## config.mk

```make
export PLATFORM = sky130hd
export DESIGN_NAME = uic_irq_clock_request
export DESIGN_NICKNAME = d
export VERILOG_FILES = /design/src/uic_pkg.sv /design/src/uic_irq_clock_request.sv
export VERILOG_INCLUDE_DIRS = /design/src
export SDC_FILE = /design/constraint.sdc
export NUM_CORES = 1
export LEC_CHECK = 0
export ABC_AREA = 0
export BUFFER_PORTS_ARGS = -buffer_cell sky130_fd_sc_hd__clkbuf_2
export CAP_MARGIN = 0
export CORE_MARGIN = 4
export CORE_UTILIZATION = 48
export DETAILED_ROUTE_END_ITERATION = 10
export MAX_ROUTING_LAYER = met4
export PLACE_DENSITY = 0.84
export SLEW_MARGIN = 20
export SYNTH_ARGS = -nofsm -noshare
export SYNTH_HDL_FRONTEND = slang
export SYNTH_SLANG_ARGS = --single-unit
```

## constraint.sdc

```tcl
create_clock -name clk -period 2 [get_ports clk]
set_input_delay 0 -clock clk [delete_from_list [all_inputs] [get_ports clk]]
set_output_delay 0 -clock clk [all_outputs]
set_load 0.02 [all_outputs]
```

## src/uic_defines.svh

```systemverilog
// Register offsets, bit positions and reset values of the serial port event block
`ifndef UIC_DEFINES_SVH
`define UIC_DEFINES_SVH
`define UIC_OFS_CTRL 12'h000
`define UIC_OFS_STAT 12'h004
`define UIC_OFS_TXBUF 12'h008
`define UIC_OFS_RXBUF 12'h00C
`define UIC_CTRL_SRST 0
`define UIC_CTRL_GIE 1
`define UIC_CTRL_TXIE 2
`define UIC_CTRL_RXIE 3
`define UIC_CTRL_RXEIE 4
`define UIC_CTRL_BRKIE 5
`define UIC_CTRL_DORM 6
`define UIC_CTRL_MODE_LO 7
`define UIC_CTRL_SMSEL 9
`define UIC_CTRL_W 10
`define UIC_CTRL_RST 10'h001
`define UIC_STAT_TXRDY 0
`define UIC_STAT_RXF 1
`define UIC_STAT_BRK 2
`define UIC_STAT_CRXF 3
`define UIC_STAT_CTXF 4
`define UIC_STAT_CREQ 5
`define UIC_STAT_IDLE 6
`endif

```

## src/uic_pkg.sv

```systemverilog
// Types shared by the serial port event block
package uic_pkg;
   typedef enum logic [1:0] {
      UIC_PLAIN = 2'b00,
      UIC_IDLE_MP = 2'b01,
      UIC_ADDR_MP = 2'b10,
      UIC_AUTOBAUD = 2'b11
   } uic_mode_t;
endpackage : uic_pkg

```

## src/uic_irq_clock_request.sv

```systemverilog
// Flag, interrupt vector and clock request logic of an asynchronous serial port
`timescale 1ns/1ns
`include "uic_defines.svh"

module uic_irq_clock_request #(
   parameter int CHAR_W = 8
) (
   input wire logic clk,
   input wire logic srst,
   input wire logic psel,
   input wire logic penable,
   input wire logic pwrite,
   input wire logic [11:0] paddr,
   input wire logic [31:0] pwdata,
   output logic [31:0] prdata,
   output logic pready,
   output logic pslverr,
   output logic [CHAR_W-1:0] tx_data,
   output logic tx_valid,
   input wire logic tx_take,
   input wire logic tx_busy,
   input wire logic rx_load,
   input wire logic [CHAR_W-1:0] rx_data,
   input wire logic rx_err,
   input wire logic rx_addr,
   input wire logic rx_break,
   input wire logic rx_busy,
   input wire logic companion_rx_flag,
   input wire logic companion_rx_ie,
   input wire logic companion_tx_flag,
   input wire logic companion_tx_ie,
   input wire logic sub_main_stopped,
   output logic sub_main_clk_req,
   output logic rx_vector_req,
   output logic tx_vector_req
);
   import uic_pkg::*;

   logic [`UIC_CTRL_W-1:0] ctrl_q;
   logic [31:0] prdata_q;
   logic pready_q;
   logic pslverr_q;
   logic [CHAR_W-1:0] tx_buffer_q;
   logic tx_valid_q;
   logic tx_ready_flag_q;
   logic [CHAR_W-1:0] rx_buffer_q;
   logic rx_flag_q;
   logic break_status_q;
   logic clk_req_q;
   logic rx_vec_q;
   logic tx_vec_q;
   logic module_soft_reset;
   logic global_int_enable;
   logic tx_int_enable;
   logic rx_int_enable;
   logic rx_error_int_enable;
   logic break_int_enable;
   logic dormant_bit;
   logic sub_main_sel;
   uic_mode_t mode;
   logic acc_done;
   logic wr_done;
   logic rd_done;
   logic tx_write;
   logic rx_read;
   logic char_sets_flag;
   logic break_sets_flag;
   logic port_idle;

   // Characters travel in the low bits of one bus word, so 32 bits is the ceiling
   if (CHAR_W < 1 || CHAR_W > 32)
   begin : g_bad_char_w
      $error("CHAR_W must lie between 1 and 32");
   end

   // Returns true when the address selects one of the four words
   function automatic logic uic_mapped(input logic [11:0] a);
      uic_mapped = (a == `UIC_OFS_CTRL) || (a == `UIC_OFS_STAT) ||
                   (a == `UIC_OFS_TXBUF) || (a == `UIC_OFS_RXBUF);
   endfunction : uic_mapped

   // Control fields
   assign module_soft_reset = ctrl_q[`UIC_CTRL_SRST];
   assign global_int_enable = ctrl_q[`UIC_CTRL_GIE];
   assign tx_int_enable = ctrl_q[`UIC_CTRL_TXIE];
   assign rx_int_enable = ctrl_q[`UIC_CTRL_RXIE];
   assign rx_error_int_enable = ctrl_q[`UIC_CTRL_RXEIE];
   assign break_int_enable = ctrl_q[`UIC_CTRL_BRKIE];
   assign dormant_bit = ctrl_q[`UIC_CTRL_DORM];
   assign sub_main_sel = ctrl_q[`UIC_CTRL_SMSEL];
   assign mode = uic_mode_t'(ctrl_q[`UIC_CTRL_MODE_LO+1:`UIC_CTRL_MODE_LO]);

   // A transfer completes at the edge where pready is seen high
   assign acc_done = psel && penable && pready_q;
   assign wr_done = acc_done && pwrite && uic_mapped(paddr);
   assign rd_done = acc_done && !pwrite && uic_mapped(paddr);
   assign tx_write = wr_done && (paddr == `UIC_OFS_TXBUF);
   assign rx_read = rd_done && (paddr == `UIC_OFS_RXBUF);

   // One wait state: pready rises in the second access cycle
   always_ff @(posedge clk)
   begin
      if (srst)
         pready_q <= 1'b0;
      else
         pready_q <= psel && penable && !pready_q;
   end

   // Unmapped addresses answer with an error and no effect
   always_ff @(posedge clk)
   begin
      if (srst)
         pslverr_q <= 1'b0;
      else
         pslverr_q <= psel && penable && !pready_q && !uic_mapped(paddr);
   end

   // Read data is prepared with pready so it is valid at the sampling edge
   always_ff @(posedge clk)
   begin
      if (srst)
         prdata_q <= 32'h0000_0000;
      else if (psel && penable && !pready_q && !pwrite)
      begin
         prdata_q <= 32'h0000_0000;
         case (paddr)
            `UIC_OFS_CTRL: prdata_q[`UIC_CTRL_W-1:0] <= ctrl_q;
            `UIC_OFS_STAT:
            begin
               prdata_q[`UIC_STAT_TXRDY] <= tx_ready_flag_q;
               prdata_q[`UIC_STAT_RXF] <= rx_flag_q;
               prdata_q[`UIC_STAT_BRK] <= break_status_q;
               prdata_q[`UIC_STAT_CRXF] <= companion_rx_flag;
               prdata_q[`UIC_STAT_CTXF] <= companion_tx_flag;
               prdata_q[`UIC_STAT_CREQ] <= clk_req_q;
               prdata_q[`UIC_STAT_IDLE] <= port_idle;
            end
            `UIC_OFS_TXBUF: prdata_q[CHAR_W-1:0] <= tx_buffer_q;
            `UIC_OFS_RXBUF: prdata_q[CHAR_W-1:0] <= rx_buffer_q;
            default: prdata_q <= 32'h0000_0000;
         endcase
      end
   end

   // Control word; soft reset bit comes up set so the port starts held
   // tx enable cleared in soft reset
   // rx enable cleared in soft reset
   always_ff @(posedge clk)
   begin
      if (srst)
         ctrl_q <= `UIC_CTRL_RST;
      else
      begin
         if (wr_done && (paddr == `UIC_OFS_CTRL))
            ctrl_q <= pwdata[`UIC_CTRL_W-1:0];
         if (module_soft_reset ||
             (wr_done && (paddr == `UIC_OFS_CTRL) && pwdata[`UIC_CTRL_SRST]))
         begin
            ctrl_q[`UIC_CTRL_TXIE] <= 1'b0;
            ctrl_q[`UIC_CTRL_RXIE] <= 1'b0;
         end
      end
   end

   // Transmit buffer and its hand-off to the shifter
   always_ff @(posedge clk)
   begin
      if (srst)
      begin
         tx_buffer_q <= '0;
         tx_valid_q <= 1'b0;
      end
      else if (module_soft_reset)
         tx_valid_q <= 1'b0;
      else if (tx_write)
      begin
         tx_buffer_q <= pwdata[CHAR_W-1:0];
         tx_valid_q <= 1'b1;
      end
      else if (tx_take)
         tx_valid_q <= 1'b0;
   end

   // Transmit-ready flag; a refill in the take cycle keeps it clear
   // because the buffer is occupied again
   always_ff @(posedge clk)
   begin
      // set by reset and soft reset
      if (srst || module_soft_reset)
         tx_ready_flag_q <= 1'b1;
      else if (tx_write)
         tx_ready_flag_q <= 1'b0;
      else if (tx_take)
         tx_ready_flag_q <= 1'b1;
   end

   // Qualifying a received character for the flag
   always_comb
   begin
      char_sets_flag = rx_load;
      if (rx_err && !rx_error_int_enable)
         char_sets_flag = 1'b0;
      if (dormant_bit)
      begin
         case (mode)
            UIC_IDLE_MP, UIC_ADDR_MP: char_sets_flag = char_sets_flag && rx_addr;
            default: char_sets_flag = 1'b0;
         endcase
      end
   end

   assign break_sets_flag = rx_break && break_int_enable;

   // Receive buffer loads on every character, qualified or not
   always_ff @(posedge clk)
   begin
      if (srst)
         rx_buffer_q <= '0;
      else if (rx_load)
         rx_buffer_q <= rx_data;
   end

   // Receive flag; an arriving character beats a same-cycle buffer read
   always_ff @(posedge clk)
   begin
      // cleared by reset and soft reset
      if (srst || module_soft_reset)
         rx_flag_q <= 1'b0;
      else if (char_sets_flag || break_sets_flag)
         rx_flag_q <= 1'b1;
      else if (rx_read)
         rx_flag_q <= 1'b0;
   end

   // Break status; cleared by a buffer read, a new break wins
   always_ff @(posedge clk)
   begin
      if (srst || module_soft_reset)
         break_status_q <= 1'b0;
      else if (break_sets_flag)
         break_status_q <= 1'b1;
      else if (rx_read)
         break_status_q <= 1'b0;
   end

   // Idle means no transmit byte buffered and neither shifter active
   assign port_idle = !tx_valid_q && !tx_busy && !rx_busy;

   // Clock request: only the sub-main source can be requested, so a port
   // running from the auxiliary clock never wakes anything
   // no auxiliary request
   always_ff @(posedge clk)
   begin
      if (srst || module_soft_reset)
         clk_req_q <= 1'b0;
      else
         clk_req_q <= sub_main_sel && !port_idle && (sub_main_stopped || clk_req_q);
   end

   // Interrupt vectors, each shared with the companion unit
   // two vectors only
   always_ff @(posedge clk)
   begin
      if (srst)
      begin
         rx_vec_q <= 1'b0;
         tx_vec_q <= 1'b0;
      end
      else
      begin
         rx_vec_q <= global_int_enable &&
                     ((rx_flag_q && rx_int_enable) ||
                      (companion_rx_flag && companion_rx_ie));
         tx_vec_q <= global_int_enable &&
                     ((tx_ready_flag_q && tx_int_enable) ||
                      (companion_tx_flag && companion_tx_ie));
      end
   end

   assign sub_main_clk_req = clk_req_q;
   assign rx_vector_req = rx_vec_q;
   assign tx_vector_req = tx_vec_q;
   assign prdata = prdata_q;
   assign pready = pready_q;
   assign pslverr = pslverr_q;
   assign tx_data = tx_buffer_q;
   assign tx_valid = tx_valid_q;
endmodule : uic_irq_clock_request

```

# Word level (Yosys, flattened, before mapping)
# Cells that the tools add are included.
classes:
  reduce_logical: 51
  n_mux: 13
  n_bitwise: 1
  n_eq_ne: 5
ops:
  columns: ["op", "n"]
  rows:
  - ["7-bit one-hot mux with 4 select lines", 1]
  - ["1-bit logical AND", 26]
  - ["12-bit by 4-bit == test with 1-bit output (second input constant)", 2]
  - ["12-bit by 3-bit == test with 1-bit output (second input constant)", 1]
  - ["12-bit zero test", 1]
  - ["1-bit two-way mux", 10]
  - ["1-bit logical OR", 9]
  - ["1-bit zero test", 8]
  - ["2-bit nonzero test", 3]
  - ["2-bit OR reduction", 3]
  - ["1-bit one-hot mux with 3 select lines", 1]
  - ["2-bit by 1-bit == test with 1-bit output (second input constant)", 1]
  - ["2-bit == test (second input constant)", 1]
  - ["2-bit two-way mux", 1]
  - ["2-bit AND reduction", 1]
  - ["1-bit NOT", 1]
totals:
  ff_bits: 45
  out_inout_bits: 46
  in_bits: 69
  wordCells: 84

# Depth between registers and ports, before layout
logic_depth:
  word_depth: 9
  mapped_depth: 5
  depth_no_buf: 4

# Worst setup path before layout
# No wires, ideal clock.
synth_path:
  path_type: "register to register"
  start: "reg pready_q, in the netlist pready"
  end: "reg tx_buffer_q[1], in the netlist tx_data[1]"
  path_buffers: 1
  required_ns: 1.882
  path_stages_with_launch: 6
  setup_ns: 0.118
  t_arrival_ns: 1.390
  path_slack_ns: 0.492
  synth_period_minus_slack_ns: 1.508
  path_cell_list: "dfxtp_1 nand4_1 nand2b_1 or3_1 buf_6 mux2i_1"
synth_via:
  elab_chain_len: 5
synth_rtl:
  columns: ["item", "line_no", "rtl"]
  rows:
  - ["start: declaration", "uic_irq_clock_request.sv:41", "logic pready_q;"]
  - ["start signal: assignment", "uic_irq_clock_request.sv:106", "pready_q <= psel && penable && !pready_q;"]
  - ["1-bit logical AND", "uic_irq_clock_request.sv:94", "assign acc_done = psel && penable && pready_q;"]
  - ["1-bit logical AND (2 in a row)", "uic_irq_clock_request.sv:95", "assign wr_done = acc_done && pwrite && uic_mapped(paddr);"]
  - ["1-bit logical AND", "uic_irq_clock_request.sv:97", "assign tx_write = wr_done && (paddr == `UIC_OFS_TXBUF);"]
  - ["2-bit AND reduction (no line)", null, null]
  - ["end signal: assignment", "uic_irq_clock_request.sv:177", "tx_buffer_q <= pwdata[CHAR_W-1:0];"]
  - ["end: declaration", "uic_irq_clock_request.sv:43", "logic [CHAR_W-1:0] tx_buffer_q;"]
# Every way passes these cells.
# A chain may end at the register's enable or synchronous reset.

# Worst setup path after layout
layout_path:
  start: "reg pready_q, in the netlist pready"
  end: "reg tx_buffer_q[5], in the netlist tx_data[5]"
# Same word-level chain as after synthesis.

==> impl_metrics.yaml <==
outcome:
  status: "finished, final reports clean"
synthesis:
  synth-edff-count: 0
  synthTopCellsByArea: "dfxtp_1 41%, mux2i_1 9.2%, buf_4 7.6%"
  synth_warnings: 0
  synth_area_sq_mm: 0.00218
  synth_xor_area_share_pct: 0.401
  synth_top_family_by_area: "simple AND/OR/NAND/NOR gates"
  yosysMostFrequentCell: "dfxtp_1"
  synth_compound_area_share_pct: 11.2
  async_flop_share_pct: 0
  synthAdderAreaFrac_pct: 0
  syn_inst: 226
  yosys.area.top_type: "dfxtp_1"
  ys_ff_latch: 45
  synth_area_per_cell_sq_um: 9.67
  ys.flop_type: "dfxtp_1"
  yosysSeqAreaShare_pct: 41.2
  synth-simple-area-share_pct: 23.3
  yosysTopAreaCellShare_pct: 41.2
  muxShareOfSynthArea_pct: 13.8
  ys_top_cells_by_count: "45 x dfxtp_1, 22 x buf_4, 20 x mux2i_1"
  synth_cell_types: 39
layout:
  drive_above_1_share_pct: 29.5
  antenna-diode-count: 0
  area_growth_pct: 32.1
  nets: 393
  final.fill_count: 357
  instances_no_fill: 377
  design_area_sq_mm: 0.00289
  final_util_pct: 65.8
route:
  drt_iter0_drc: 167
  ant_nets: 0
  routed_wl_mm: 5.42
  via_per_inst: 5.10
  wire_per_inst_microns: 14.4
  drcViolationCount: 0
  first_pass_iters: 4
  routed-via-count: 1922
floorplanning:
  core_sq_mm: 0.00438
  die_h_microns: 75.5
  initial_core_util_pct: 49.8
  die_area_sq_mm: 0.00569
  die_width_microns: 75.5
  rows: 24
  ios: 115
placement:
  placed_area_sq_mm: 0.00251
  port-buffer-count: 70
  gp_congestion: 0.870
  dp.cells: 343
  dp_hpwl_mm: 3.98
clock_tree:
  post_cts_resized: 0
  clkTransAtPathRegs_ps: 70
  clock-sinks: 45
  cts_tree: "yes"
  cts_buffers: 5
  clk_latency_ps: 300
  cts_buffer_depth: 2
  cts_max_level: 2
  cts_root_buf: "clkbuf_8"
sta:
  fin_crit_sh_pct: 81.3
  slew_headroom_pct: 56.1
  setup_viol: 0
  fin_worst_skew_ps: 5.52
  rsz0062_at_grt: "no"
  tightest_slew_ps: 659
  fin_crit_ps: 1630
  setup_tns_ps: 0
  hold_viol_final: 0
  drv_slew: 0
  max_freq_mhz: 615
global_route:
  grt_pass1_vias: 1881
  grt_usage_pct: 20.2
  grt_max_degree: 41
  gr-total-overflow: 0
  antenna_found_initial: 0
  grt_pass1_wl_mm: 8.40
power:
  leakagePower_nw: 1.31
  cellPowerDensity_mw_per_mm2: 641
  peakVddDrop_mv: 0.378
  finalPower_w: 0.00185
setup_path:
  crit_buf_inv: 0
  cp_slowest_cell: "or3_1"
  start_kind: "flop"
  cp.required_ps: 2170
  cp_slowest_stage_delay_ps: 500
  reg2reg_slack_ps: 370
  critPathKind: "reg -> reg"
  crit_fanout: 6
  endpoint_kind: "flop"
  critical_path_arrival_ps: 1800
  crit_chain: "nand4_1 -> nand2b_1 -> or3_1 -> mux2i_1"
  critPathTopFamily: "simple AND/OR/NAND/NOR gates"
min_path:
  hold_path_class: "in -> reg"
flow_run:
  maxCapViolCount: 0
==> worst paths after layout <==
| path | start | end | depth (start not counted) |
|---|---|---|---|
| worst max register to register | pready$_SDFF_PP0_ | tx_data[5]$_SDFFE_PP0P_ | 4 |
| worst min-delay path | sub_main_stopped | sub_main_clk_req$_SDFF_PP0_ | 3 |
| worst max-delay path | pready$_SDFF_PP0_ | tx_data[5]$_SDFFE_PP0P_ | 4 |
| worst min register to register | prdata[8]$_SDFFE_PP0P_ | prdata[8]$_SDFFE_PP0P_ | 2 |
==> cell families (layout without fill, tap and decap cells) <==
logic type | after synthesis | in the layout
and+or+nand+nor | 81 | 81
DFF | 45 | 45
AOI/OAI and AO/OA | 38 | 38
buffers and inverters | 33 | 111
muxes | 27 | 27
other | 1 | 22
xor gates and xnor gates | 1 | 1
==> stage by stage <==
| stage | worst slack (ps) | hold WS [ps] |
|---|---|---|
| 6_report | 375 | 36.6 |
| 5_1_grt | 280 | 29.1 |
| 4_1_cts | 403 | 30.1 |
| 3_5_place_dp | 392 | 239 |
| 3_3_place_gp | 466 | 230 |
| 2_1_floorplan | 492 | 134 |
==> power breakdown <==
group	total [W]	internal, W	switching (W)
clock network	0.000703	0.000407	0.000296
registers	0.000913	0.000906	0.00000676
logic	0.000234	0.000110	0.000124
total	0.00185	0.00142	0.000427
==> state kept, by name (all words and copies together) (netlist names), 8 cells and up <==
name / count
rx_buffer_q: 8
prdata: 10
ctrl_q: 10
tx_data: 8
==> layer usage <==
layer | wire (microns) | vias to the layer above | track usage [%] | share of wire (%)
li1 | - | 953 | - | -
met1 | 2300 | 883 | 24.8 | 42
met3 | 428 | 8 | 5.01 | 7.9
met5 | 0 | - | - | 0
met2 | 2620 | 78 | 32.3 | 48
met4 | 63 | 0 | 7.18 | 1.2
==> cells in the final DEF, fill, tap and decap left out, drive strengths merged <==
cell type and instances:
nor4bb 1, buf 5, nand2 15, a21boi 1
or3b 2, conb 22, mux2i 20, a22o 7
dlygate4sd3 26, and2 2, nor4 4, mux4 2
nor3 6, nor2 16, a21oi 5, a22oi 7
o21ai 13, nor2b 1, or2 1, nand2b 18
a31oi 1, nand3b 4, dfxtp 45, mux2 5
nand4 1, xor2 1, and3 1, bufinv 1
nand3 5, nand4b 1, clkbuf 77, a2bb2oi 1
o22ai 3, or3 3, inv 2
==> repair_timing <==
item | in CTS | in global routing
endpoints found under the setup margin | 0 | 0
endpoints found under the hold margin | 27 | 0
buffers inserted | 0 | 0
hold buffers | 26 | 0
==> worst min-delay path: stages <==
cell and delay, ps:
clkbuf_2 80, o21ai_0 80, nor3_1 130
==> layout make-up <==
type                            instances  area [sq um]  share of cell area [%]
Clock buffer                            7          86.3                    2.99
Clock inverter                          1          30.0                    1.04
Inverter                                2          7.51                   0.260
Multi-Input combinational cell        169          1150                    39.8
Sequential cell                        45           901                    31.2
Tap cell                               52          65.1                    2.25
Timing Repair Buffer                  101           648                    22.5
(Power assumes the default switching activity.)
